$ cat src/adc_seq_pkg.sv
// Purpose : shared constants and types for the converter sequencer
// Assumes : 8-bit register port, mclk is the system clock (Fosc)
// Notes   : offsets are register indices on the plain register port

package adc_seq_pkg;

  // ----------------------------------------------------------------
  // register map
  // ----------------------------------------------------------------
  localparam logic [2:0] ADR_CONVERTER_CONTROL = 3'h0;
  localparam logic [2:0] ADR_ANALOG_SELECT     = 3'h1;
  localparam logic [2:0] ADR_PERIPHERAL_FLAG   = 3'h2;
  localparam logic [2:0] ADR_PERIPHERAL_ENABLE = 3'h3;
  localparam logic [2:0] ADR_RESULT_HIGH       = 3'h4;
  localparam logic [2:0] ADR_RESULT_LOW        = 3'h5;

  // ----------------------------------------------------------------
  // field positions
  // ----------------------------------------------------------------
  localparam int CTL_JUSTIFY_BIT = 7;
  localparam int CTL_REF_BIT     = 6;
  localparam int CTL_CHAN_LSB    = 2;
  localparam int CTL_GO_BIT      = 1;
  localparam int CTL_ENABLE_BIT  = 0;
  localparam int SEL_CLK_LSB     = 4;
  localparam int SEL_PINS_LSB    = 0;
  localparam int DONE_FLAG_BIT   = 6;
  localparam int IRQ_ENABLE_BIT  = 6;

  // ----------------------------------------------------------------
  // reset values
  // ----------------------------------------------------------------
  localparam logic [7:0] RST_CONVERTER_CONTROL = 8'h00;
  localparam logic [2:0] RST_CLOCK_SELECT      = 3'h0;
  localparam logic [3:0] RST_ANALOG_PINS       = 4'hF;
  localparam logic [9:0] RST_RESULT            = 10'h000;

  // ----------------------------------------------------------------
  // codes
  // ----------------------------------------------------------------
  localparam logic [2:0] CHAN_RESERVED   = 3'h7;
  localparam logic [3:0] MODE_SPECIAL    = 4'hB;
  localparam logic [2:0] CLK_DIV_2       = 3'h0;
  localparam logic [2:0] CLK_DIV_4       = 3'h4;
  localparam logic [2:0] CLK_DIV_8       = 3'h1;
  localparam logic [2:0] CLK_DIV_16      = 3'h5;
  localparam logic [2:0] CLK_DIV_32      = 3'h2;
  localparam logic [2:0] CLK_DIV_64      = 3'h6;
  localparam logic [1:0] CLK_RC_SUFFIX   = 2'h3;

  // ----------------------------------------------------------------
  // timing
  // ----------------------------------------------------------------
  localparam int         CLK_PERIOD_NS   = 25;
  localparam int         RC_TAD_NS       = 4000;
  localparam logic [8:0] RC_TAD_CYCLES   = 9'(RC_TAD_NS / CLK_PERIOD_NS);
  localparam logic [8:0] INSTR_CYCLES    = 9'h004;
  localparam logic [3:0] CONV_TADS       = 4'hB;
  localparam logic [3:0] ABORT_TADS      = 4'h2;
  localparam logic [9:0] SAR_FIRST_TRIAL = 10'h200;

  // ----------------------------------------------------------------
  // types
  // ----------------------------------------------------------------
  typedef enum logic [1:0] {
    ST_IDLE    = 2'b00,
    ST_DELAY   = 2'b01,
    ST_CONVERT = 2'b11,
    ST_BLANK   = 2'b10
  } seq_state_t;

  typedef struct packed {
    logic       power;
    logic       acquire;
    logic       ext_ref;
    logic       chan_valid;
    logic [2:0] chan;
    logic [9:0] trial_code;
  } analog_ctrl_t;

endpackage : adc_seq_pkg

$ cat src/adc_conversion_sequencer.sv
// Purpose : control and sequencing of a 10-bit successive-approximation converter
// Assumes : comparator answer is valid at the end of each bit period
// Notes   : the RC bit clock is modelled as a fixed count of mclk cycles

`timescale 1ns/1ps

// Operation
// - channel codes route inputs and references
// - reference bit picks external pin or supply
// - clock field selects divider or RC
// - conversion lasts exactly eleven bit periods
// - done flag set regardless of enable
// - completion wakes sleep when enabled
// - left justified result layout
// - right justified result layout
// - enable bit powers the converter
// - status bit starts, reads busy
// - completion clears status, flags, loads result
// - abort keeps previous result
// - abort blanks two periods then acquires
// - reset restores registers, stops conversion
// - RC clock delays start one instruction
// - RC sleep without irq powers off
// - non-RC sleep aborts and powers off
// - special trigger starts conversion, clears timer
// - special trigger only when enabled
module adc_conversion_sequencer
  import adc_seq_pkg::*;
(
  // clock and reset
  input  wire logic         mclk,
  input  wire logic         reset,
  // register port
  input  wire logic [2:0]   reg_addr,
  input  wire logic [7:0]   reg_wdata,
  input  wire logic         reg_write,
  input  wire logic         reg_read,
  output logic      [7:0]   reg_rdata,
  // device state
  input  wire logic         sleep_active,
  input  wire logic         global_irq_enable,
  output logic              wake_request,
  output logic              vector_to_isr,
  // compare unit
  input  wire logic [3:0]   compare_unit_mode_field,
  input  wire logic         compare_match,
  output logic              timer_clear,
  // analog side
  input  wire logic         comparator_above,
  output analog_ctrl_t      analog_ctrl,
  output logic      [3:0]   analog_select_pins
);

  // ----------------------------------------------------------------
  // helpers
  // ----------------------------------------------------------------
  function automatic logic [8:0] tad_length(input logic [2:0] sel);
    logic [8:0] len;
    len = RC_TAD_CYCLES;
    unique case (sel)
      CLK_DIV_2:  len = 9'h002;
      CLK_DIV_4:  len = 9'h004;
      CLK_DIV_8:  len = 9'h008;
      CLK_DIV_16: len = 9'h010;
      CLK_DIV_32: len = 9'h020;
      CLK_DIV_64: len = 9'h040;
      default:    len = RC_TAD_CYCLES;
    endcase
    return len;
  endfunction : tad_length

  function automatic logic [7:0] result_high(input logic [9:0] res, input logic right);
    return right ? {6'h00, res[9:8]} : res[9:2];
  endfunction : result_high

  function automatic logic [7:0] result_low(input logic [9:0] res, input logic right);
    return right ? res[7:0] : {res[1:0], 6'h00};
  endfunction : result_low

  // ----------------------------------------------------------------
  // registers
  // ----------------------------------------------------------------
  seq_state_t  state_ff;
  logic        result_justify_select_ff;
  logic        positive_reference_select_ff;
  logic [2:0]  input_channel_select_ff;
  logic        go_ff;
  logic        converter_enable_bit_ff;
  logic [2:0]  conversion_clock_select_ff;
  logic [3:0]  analog_pins_ff;
  logic        conversion_done_flag_ff;
  logic        conversion_irq_enable_ff;
  logic        power_down_ff;
  logic [9:0]  result_ff;
  logic [9:0]  sar_ff;
  logic [8:0]  div_cnt_ff;
  logic [3:0]  tad_cnt_ff;
  logic [7:0]  rdata_ff;
  logic        timer_clear_ff;
  logic        wake_ff;
  logic        isr_ff;

  // ----------------------------------------------------------------
  // decode
  // ----------------------------------------------------------------
  logic       wr_ctrl;
  logic       busy;
  logic       rc_sel;
  logic       tad_tick;
  logic       special_trigger;
  logic       abort_sw;
  logic       kill;
  logic       done_pulse;
  logic [3:0] bit_pos;
  logic [9:0] sar_keep;

  assign wr_ctrl  = reg_write && (reg_addr == ADR_CONVERTER_CONTROL);
  assign busy     = (state_ff == ST_DELAY) || (state_ff == ST_CONVERT);
  assign rc_sel   = (conversion_clock_select_ff[1:0] == CLK_RC_SUFFIX);
  assign tad_tick = (div_cnt_ff == tad_length(conversion_clock_select_ff) - 9'h001);

  assign special_trigger = compare_match && converter_enable_bit_ff
                           && (compare_unit_mode_field == MODE_SPECIAL);

  assign abort_sw = wr_ctrl && !reg_wdata[CTL_GO_BIT] && busy;

  assign kill = busy && !abort_sw
                && ((sleep_active && !rc_sel) || !converter_enable_bit_ff);

  assign done_pulse = (state_ff == ST_CONVERT) && tad_tick && !abort_sw && !kill
                      && (tad_cnt_ff == CONV_TADS - 4'h1);

  assign bit_pos  = CONV_TADS - 4'h1 - tad_cnt_ff;
  assign sar_keep = comparator_above ? sar_ff : (sar_ff & ~(10'h001 << bit_pos));

  // ----------------------------------------------------------------
  // control register
  // ----------------------------------------------------------------
  // reset restores control
  always_ff @(posedge mclk) begin
    if (reset) begin
      result_justify_select_ff     <= RST_CONVERTER_CONTROL[CTL_JUSTIFY_BIT];
      positive_reference_select_ff <= RST_CONVERTER_CONTROL[CTL_REF_BIT];
      input_channel_select_ff      <= RST_CONVERTER_CONTROL[CTL_CHAN_LSB +: 3];
      converter_enable_bit_ff      <= RST_CONVERTER_CONTROL[CTL_ENABLE_BIT];
    end else if (wr_ctrl) begin
      result_justify_select_ff     <= reg_wdata[CTL_JUSTIFY_BIT];
      positive_reference_select_ff <= reg_wdata[CTL_REF_BIT];
      input_channel_select_ff      <= reg_wdata[CTL_CHAN_LSB +: 3];
      converter_enable_bit_ff      <= reg_wdata[CTL_ENABLE_BIT];
    end
  end

  // enable is sampled before the write, so go and enable in one write starts nothing
  always_ff @(posedge mclk) begin
    if (reset) begin
      go_ff <= RST_CONVERTER_CONTROL[CTL_GO_BIT];
    end else if (done_pulse || kill) begin
      go_ff <= 1'b0;
    end else if (special_trigger) begin
      go_ff <= 1'b1;
    end else if (wr_ctrl) begin
      go_ff <= reg_wdata[CTL_GO_BIT] && reg_wdata[CTL_ENABLE_BIT]
               && converter_enable_bit_ff;
    end
  end

  // ----------------------------------------------------------------
  // other software registers
  // ----------------------------------------------------------------
  always_ff @(posedge mclk) begin
    if (reset) begin
      conversion_clock_select_ff <= RST_CLOCK_SELECT;
      analog_pins_ff             <= RST_ANALOG_PINS;
      conversion_irq_enable_ff   <= 1'b0;
    end else if (reg_write) begin
      if (reg_addr == ADR_ANALOG_SELECT) begin
        conversion_clock_select_ff <= reg_wdata[SEL_CLK_LSB +: 3];
        analog_pins_ff             <= reg_wdata[SEL_PINS_LSB +: 4];
      end
      if (reg_addr == ADR_PERIPHERAL_ENABLE) begin
        conversion_irq_enable_ff <= reg_wdata[IRQ_ENABLE_BIT];
      end
    end
  end

  // only reset or a software write clears it; set wins
  always_ff @(posedge mclk) begin
    if (reset) begin
      conversion_done_flag_ff <= 1'b0;
    end else if (done_pulse) begin
      conversion_done_flag_ff <= 1'b1;
    end else if (reg_write && (reg_addr == ADR_PERIPHERAL_FLAG)) begin
      conversion_done_flag_ff <= reg_wdata[DONE_FLAG_BIT];
    end
  end

  // ----------------------------------------------------------------
  // sequencer
  // ----------------------------------------------------------------
  always_ff @(posedge mclk) begin
    if (reset) begin
      state_ff   <= ST_IDLE;
      div_cnt_ff <= 9'h000;
      tad_cnt_ff <= 4'h0;
      sar_ff     <= 10'h000;
    end else if (abort_sw) begin
      state_ff   <= ST_BLANK;
      div_cnt_ff <= 9'h000;
      tad_cnt_ff <= 4'h0;
    end else if (kill) begin
      state_ff   <= ST_IDLE;
      div_cnt_ff <= 9'h000;
    end else begin
      unique case (state_ff)
        ST_IDLE: begin
          div_cnt_ff <= 9'h000;
          tad_cnt_ff <= 4'h0;
          if (go_ff && converter_enable_bit_ff && !power_down_ff) begin
            sar_ff   <= SAR_FIRST_TRIAL;
            state_ff <= rc_sel ? ST_DELAY : ST_CONVERT;
          end
        end
        ST_DELAY: begin
          if (div_cnt_ff == INSTR_CYCLES - 9'h001) begin
            div_cnt_ff <= 9'h000;
            state_ff   <= ST_CONVERT;
          end else begin
            div_cnt_ff <= div_cnt_ff + 9'h001;
          end
        end
        ST_CONVERT: begin
          if (tad_tick) begin
            div_cnt_ff <= 9'h000;
            tad_cnt_ff <= tad_cnt_ff + 4'h1;
            // successive approximation, one bit per period after the first
            if (tad_cnt_ff != 4'h0) begin
              sar_ff <= (bit_pos == 4'h0) ? sar_keep
                        : (sar_keep | (10'h001 << (bit_pos - 4'h1)));
            end
            if (done_pulse) begin
              state_ff <= ST_IDLE;
            end
          end else begin
            div_cnt_ff <= div_cnt_ff + 9'h001;
          end
        end
        ST_BLANK: begin
          if (tad_tick) begin
            div_cnt_ff <= 9'h000;
            tad_cnt_ff <= tad_cnt_ff + 4'h1;
            if (tad_cnt_ff == ABORT_TADS - 4'h1) begin
              state_ff <= ST_IDLE;
            end
          end else begin
            div_cnt_ff <= div_cnt_ff + 9'h001;
          end
        end
      endcase
    end
  end

  always_ff @(posedge mclk) begin
    if (reset) begin
      result_ff <= RST_RESULT;
    end else if (done_pulse) begin
      result_ff <= sar_keep;
    end
  end

  // ----------------------------------------------------------------
  // sleep power handling
  // ----------------------------------------------------------------
  // power stays off until sleep ends or software rewrites control
  always_ff @(posedge mclk) begin
    if (reset) begin
      power_down_ff <= 1'b0;
    end else if (done_pulse && sleep_active && rc_sel && !conversion_irq_enable_ff) begin
      power_down_ff <= 1'b1;
    end else if (kill && sleep_active) begin
      power_down_ff <= 1'b1;
    end else if (!sleep_active || wr_ctrl) begin
      power_down_ff <= 1'b0;
    end
  end

  always_ff @(posedge mclk) begin
    if (reset) begin
      wake_ff <= 1'b0;
      isr_ff  <= 1'b0;
    end else begin
      wake_ff <= sleep_active && conversion_done_flag_ff && conversion_irq_enable_ff;
      isr_ff  <= sleep_active && conversion_done_flag_ff && conversion_irq_enable_ff
                 && global_irq_enable;
    end
  end

  always_ff @(posedge mclk) begin
    if (reset) begin
      timer_clear_ff <= 1'b0;
    end else begin
      timer_clear_ff <= special_trigger;
    end
  end

  // ----------------------------------------------------------------
  // register read
  // ----------------------------------------------------------------
  // result addresses have no write path
  always_ff @(posedge mclk) begin
    if (reset) begin
      rdata_ff <= 8'h00;
    end else if (reg_read) begin
      unique case (reg_addr)
        ADR_CONVERTER_CONTROL: rdata_ff <= {result_justify_select_ff,
                                            positive_reference_select_ff, 1'b0,
                                            input_channel_select_ff, go_ff,
                                            converter_enable_bit_ff};
        ADR_ANALOG_SELECT:     rdata_ff <= {1'b0, conversion_clock_select_ff,
                                            analog_pins_ff};
        ADR_PERIPHERAL_FLAG:   rdata_ff <= {1'b0, conversion_done_flag_ff, 6'h00};
        ADR_PERIPHERAL_ENABLE: rdata_ff <= {1'b0, conversion_irq_enable_ff, 6'h00};
        ADR_RESULT_HIGH:       rdata_ff <= result_high(result_ff, result_justify_select_ff);
        ADR_RESULT_LOW:        rdata_ff <= result_low(result_ff, result_justify_select_ff);
        default:               rdata_ff <= 8'h00;
      endcase
    end else begin
      rdata_ff <= 8'h00;
    end
  end

  // ----------------------------------------------------------------
  // outputs
  // ----------------------------------------------------------------
  // power follows enable, held off while power_down_ff is set
  always_comb begin
    analog_ctrl.power      = converter_enable_bit_ff && !power_down_ff;
    analog_ctrl.acquire    = analog_ctrl.power && (state_ff == ST_IDLE);
    analog_ctrl.ext_ref    = positive_reference_select_ff;
    analog_ctrl.chan_valid = (input_channel_select_ff != CHAN_RESERVED);
    analog_ctrl.chan       = input_channel_select_ff;
    analog_ctrl.trial_code = sar_ff;
  end

  assign reg_rdata          = rdata_ff;
  assign wake_request       = wake_ff;
  assign vector_to_isr      = isr_ff;
  assign timer_clear        = timer_clear_ff;
  assign analog_select_pins = analog_pins_ff;

endmodule : adc_conversion_sequencer

$ cat config.mk
export PLATFORM = sky130hd
export DESIGN_NAME = adc_conversion_sequencer
export DESIGN_NICKNAME = d
export VERILOG_FILES = /design/src/adc_seq_pkg.sv /design/src/adc_conversion_sequencer.sv
export SDC_FILE = /design/constraint.sdc
export NUM_CORES = 1
export LEC_CHECK = 0
export BUFFER_PORTS_ARGS = -buffer_cell sky130_fd_sc_hd__buf_4
export CORE_MARGIN = 4
export CORE_UTILIZATION = 47
export CTS_BUF_LIST = sky130_fd_sc_hd__clkbuf_2
export DETAILED_ROUTE_END_ITERATION = 6
export PLACE_DENSITY = 0.68
export SKIP_LAST_GASP = 1
export SYNTH_ARGS = -nofsm -noshare
export SYNTH_HDL_FRONTEND = slang
export SYNTH_SLANG_ARGS = --single-unit
$ cat constraint.sdc
create_clock -name mclk -period 3.84 [get_ports mclk]
set_clock_uncertainty 0.15 [all_clocks]
set_input_delay 0.384 -clock mclk [delete_from_list [all_inputs] [get_ports mclk]]
set_output_delay 0.384 -clock mclk [all_outputs]
set_load 0.01 [all_outputs]
### After elaboration in Yosys (flattened, before gate mapping)

Cells that the tools add are included.

* multiplexer cells: 32
* reductions and logical operators: 59
* bitwise logic cells: 6
* add/sub/neg operators: 5
* shift-type cells: 2
* eq/ne operators: 34

Operators by type and width (count)
* one-hot mux 8 bit (6 select lines): 2
* 2-to-1 mux 10 bit: 5
* one-hot mux 9 bit (3 select lines): 1
* logical AND 1 bit: 26
* != test 4 bit (second input constant): 5
* one-hot mux 10 bit (2 select lines): 1
* left shift 1 x 4 -> 10 bit (first input constant): 2
* 2-to-1 mux 2 bit: 9
* 2-to-1 mux 9 bit: 2
* AND reduction 6 bit: 3
* 2-to-1 mux 8 bit: 2
* equality test 3 bit (second input constant): 5
* AND 10 bit: 1
* != test 2 bit (second input constant): 5
* NOT 10 bit: 1
* bitwise OR 10 bit: 1
* adder 9 x 1 -> 9 bit (second input constant): 1
* equality test 3 x 2 -> 1 bit (second input constant): 3
* equality test 9 x 2 -> 1 bit (second input constant): 1
* equality test 9 bit: 1
* subtractor 9 x 1 -> 9 bit (second input constant): 1
* equality test 4 bit (second input constant): 2
* logical NOT 1 bit: 8
* one-hot mux 2 bit (4 select lines): 1
* other kinds (25): 49

* flip-flop bits (word level): 63
* input port bits: 23
* logic and storage cells: 158

### Logic depth before layout (Yosys ltp)

* word-level depth: 15
* gate-level depth with buffers: 11

### Worst setup path after synthesis

No wires, ideal clock.

* path kind: reg-to-reg
* from: register conversion_clock_select_ff[2]
* to: register result_ff[0]
* path buffers: 2
* slack: 811 ps
* data required time: 3562 ps
* data arrival time: 2752 ps
* setup time: 128 ps
* period minus slack after synthesis: 3029 ps
* cell stages (with the launch flop): 11
* cell sequence: dfxtp_1 -> buf_2 -> or3_1 -> ha_1 -> xor2_1 -> xnor2_1 -> or3b_2 -> nor4_2 -> buf_6 -> mux2i_1 -> nor2_1

* longest elaborated chain between the ends: 8
* elaborated cells between the ends (all ways): 13
* those cells by class: add/sub: 1; eq/ne: 6; mux: 1; reduce/logical: 5

RTL lines
* from (decl): RTL line adc_conversion_sequencer.sv:89 `logic [2:0] conversion_clock_select_ff;`
* from (signal assigned): RTL line adc_conversion_sequencer.sv:178 `conversion_clock_select_ff <= reg_wdata[SEL_CLK_LSB +: 3];`
* equality test 3 bit (tied with other cells): RTL line adc_conversion_sequencer.sv:60 `unique case (sel)`
* one-hot mux 8 bit (6 select lines) (*): RTL line adc_conversion_sequencer.sv:60
* subtractor 9 x 1 -> 9 bit (*): RTL line adc_conversion_sequencer.sv:120 `assign tad_tick = (div_cnt_ff == tad_length(conversion_clock_select_ff) - 9'h001);`
* equality test 9 bit (*): RTL line adc_conversion_sequencer.sv:120
* logical AND 1 bit (*) (3 in series): RTL line adc_conversion_sequencer.sv:130 `assign done_pulse = (state_ff == ST_CONVERT) && tad_tick && !abort_sw && !kill`
* logical AND 1 bit (*): RTL line adc_conversion_sequencer.sv:131 `&& (tad_cnt_ff == CONV_TADS - 4'h1);`
* to (signal assigned): RTL line adc_conversion_sequencer.sv:267 `result_ff <= sar_keep;`
* to (decl): RTL line adc_conversion_sequencer.sv:94 `logic [9:0] result_ff;`

Every way passes the cells marked *; elsewhere a longest branch is shown, timed or not.
A chain may end at the register's enable or synchronous reset.

### Worst setup path after layout

* from: register conversion_clock_select_ff[1]
* to: register sar_ff[8]

* longest elaborated chain between the ends: 7
* elaborated cells between the ends (all ways): 17
* those cells by class: add/sub: 1; eq/ne: 8; mux: 1; bitwise: 1; reduce/logical: 6

RTL lines
* branches (longest 6 deep; another with subtractor 9 x 1 -> 9 bit)
* AND reduction 6 bit (no line) (*)
* to (signal assigned): RTL line adc_conversion_sequencer.sv:238 `sar_ff <= (bit_pos == 4'h0) ? sar_keep`
* to (decl): RTL line adc_conversion_sequencer.sv:95 `logic [9:0] sar_ff;`

Every way passes the cells marked *.

==> impl_metrics.json <==
{
  "die_h_um": 95.7,
  "seqPwrFrac_pct": 53.3,
  "hold_path_depth": 3,
  "cp.arrival_ps": 3550,
  "finalSetupViolCount": 0,
  "ir_worst_vdd_mv": 0.115,
  "cts_max_level": 3,
  "coreArea_sq_um": 7370,
  "synth_cells": 434,
  "clock-root-buffer": "clkbuf_2",
  "cts_tree": "done",
  "io_buffers": 54,
  "clkSlewWorstSetupHoldPaths_ps": 200,
  "hpwl_mm": 6.64,
  "drc": 0,
  "overflow": 0,
  "drt-total-wl_mm": 9.10,
  "critPathCapture": "sar_ff[8]",
  "place_congestion": 0.914,
  "syn_avg_cell_area_sq_um": 8.32,
  "synthFlopType": "dfxtp_1",
  "insertion_delay_ps": 480,
  "worstReg2RegStart": "conversion_clock_select_ff[1]",
  "viasPerCell": 5.60,
  "worstMarginPinSlew_ps": 827,
  "met2_usage_pct": 32.2,
  "cts_sinks": 63,
  "start_util_pct": 49.0,
  "cts_buffers": 9,
  "grt_pass1_wl_mm": 14.5,
  "grtUsageMet3_pct": 3.55,
  "power_density_nw_per_um2": 291,
  "synth_area_sq_um": 3610,
  "pin_count": 55,
  "drive_above_1_share_pct": 17.1,
  "hold_path_class": "input pin to register",
  "fin_tns_setup_ps": 0,
  "synth_nets": 472,
  "fp-row-count": 31,
  "rrSetupSlack_ps": 550,
  "finalNetCount": 525,
  "power_leakage_nw": 1.61,
  "hold_start": "compare_match",
  "grtUsageMet1_pct": 27.9,
  "syn_to_final_growth_pct": 18.9,
  "num_vias": 3310,
  "synth_edf_count": 0,
  "clock.fmax_ghz": 0.304,
  "clock_power_share_pct": 38.7,
  "slew_viol_final": 0,
  "crit_type": "register to register",
  "ctsResizeCount": 0,
  "die-area_sq_um": 9150,
  "dr.first_iter.drc_count": 140,
  "period_minus_slack_ps": 3290,
  "swShare_pct": 26.0,
  "antenna_left": 0,
  "worstPathRequired_ps": 4100,
  "die_w_um": 95.7,
  "first_pass_iters": 4,
  "rsz0062_at_grt": "no",
  "wl_per_cell_um": 15.4,
  "ys_types": 65,
  "combinationalPowerShare_pct": 8.0,
  "ys_ff_latch": 63,
  "timing.rr.end": "sar_ff[8]",
  "grt_max_degree": 40,
  "grt_pass1_vias": 2970,
  "critical_path.startpoint": "conversion_clock_select_ff[1]",
  "status": "finished clean",
  "yosysWarningCount": 0,
  "grt.total_usage_pct": 20.4,
  "finalHoldViolations": 0,
  "slew_headroom_pct": 44.7,
  "drv_cap": 0,
  "ys_seq_area_share_pct": 34.9,
  "p_int_mw": 0.924,
  "min_period_over_period_pct": 85.7,
  "final_util_pct": 58.3,
  "antenna_found_initial": 0,
  "antenna_cells": 0,
  "critPathLaunchType": "register",
  "top_usage_layer": "met2",
  "cts_buffer_depth": 2,
  "p_sw_mw": 0.325,
  "cp-end-kind": "register",
  "path_max_fanout": 13,
  "rr_worst_depth": 8,
  "async_flop_share_pct": 0
}
metrics by stage:
stage / hold WS (ps) / std cells / worst slack (ps) / instance area (sq um) / total power, mW
4_1_cts: 2.97 / 590 / 531 / 4280 / 1.25
5_1_grt: 10.3 / 591 / 281 / 4290 / 1.29
6_report: 51.6 / 591 / 548 / 4290 / 1.25
3_5_place_dp: 332 / 564 / 612 / 4040 / 0.770
3_3_place_gp: 326 / 564 / 677 / 4040 / 0.769
2_1_floorplan: 297 / 434 / 811 / 3610 / 0.733
flip-flops by register name, summed over array words and instances, names as in the netlist, 2 cells and up:
name,flops
result_ff,10
sar_ff,10
div_cnt_ff,9
reg_rdata,8
analog_select_pins,4
tad_cnt_ff,4
conversion_clock_select_ff,3
input_channel_select_ff,3
state_ff,2
cell families (layout without fill, tap and decap cells):
kind of cell	count (synthesis)	in the layout	synth area share, %
AND/OR/NAND/NOR	190	190	27.4
AO/OA/AOI/OAI	88	88	17.2
flip-flops	63	63	34.9
buffers and inverters	39	97	4.61
multiplexers	23	23	6.75
XOR/XNOR	16	16	3.88
adder cells (fa/ha/maj)	15	15	5.20
layout by cell type, fill, tap and decap left out, types with 3 or more instances in the layout:
master and n:
a211o_1 4, a21oi_1 22, a22o_1 3, a311oi_1 3, a31oi_1 11, and2_1 7
buf_4 56, clkbuf_2 9, dfxtp_1 63, dlygate4sd3_1 11, ha_1 15, inv_1 13
mux2i_1 21, nand2_1 38, nand2b_1 7, nand3_1 17, nand4_1 6, nor2_1 48
nor2b_1 17, nor3_1 18, nor3b_1 4, nor4_1 5, o21a_1 8, o21ai_0 6
o221ai_1 3, o2bb2ai_1 3, o31a_1 3, or3_1 6, xnor2_1 8, xor2_1 8
cell usage after synthesis, types with 5 or more instances:
cell      number  share of area (%)
a21oi_1       22                3.0
a31oi_1       11                1.9
and2_1         7                1.2
clkbuf_1      15                1.6
dfxtp_1       63                 35
ha_1          15                5.2
inv_1         13                1.4
mux2i_1       21                5.8
nand2_1       38                3.9
nand2b_1       7                1.2
nand3_1       17                2.4
nand4_1        6                1.0
nor2_1        48                5.0
nor2b_1       17                2.9
nor3_1        18                2.5
nor4_1         5               0.87
o21a_1         8                1.7
o21ai_0        6               0.83
or3_1          6                1.0
xnor2_1        8                1.9
xor2_1         8                1.9
worst min-delay path by stage:
stage / to / slack (ps)
floorplan: positive_reference_select_ff / 300
global placement: sar_ff[5] / 330
detailed placement: sar_ff[6] / 330
CTS: reg_rdata[7] / 3
global route: timer_clear / 10
finish: timer_clear / 50
critical path, stage by stage, from the launching register on:
cell      delay (ps)
dfxtp_1          470
or3_1            360
ha_1             290
xor2_1           180
xnor2_1          230
or3b_2           500
nor3_2           480
nand3_1          300
o221ai_1         270
cell type report:
class | instances | area (sq um)
tap | 99 | 124
multi-input combinational | 332 | 2180
inverter | 14 | 52.6
clock buffer | 9 | 45.0
fill | 699 | 3080
sequential | 63 | 1260
clock inverter | 7 | 96.3
timing repair buffer | 67 | 531
per-layer routing:
layer / vias to the layer above / part of all wire (%) / wire length, um
li1: 1655 / - / -
met4: 0 / 1.1 / 104
met5: - / 0 / 0
met1: 1551 / 47 / 4250
met3: 6 / 5.5 / 501
met2: 98 / 47 / 4240
power groups by stage:
| stage | clock (mW) | sequential, mW | combinational, mW |
|---|---|---|---|
| 2_1_floorplan | 0 | 0.677 | 0.0560 |
| 3_3_place_gp | 0 | 0.679 | 0.0901 |
| 3_5_place_dp | 0 | 0.679 | 0.0910 |
| 4_1_cts | 0.489 | 0.666 | 0.0996 |
| 5_1_grt | 0.517 | 0.667 | 0.110 |
| 6_report | 0.483 | 0.666 | 0.100 |
timing repair:
| item | 4_1_cts | 5_1_grt |
|---|---|---|
| buffers inserted | 0 | 0 |
| endpoints found under the hold margin | 16 | 1 |
| hold buffers | 10 | 1 |
Note: power is estimated with default switching activity, not from simulation.
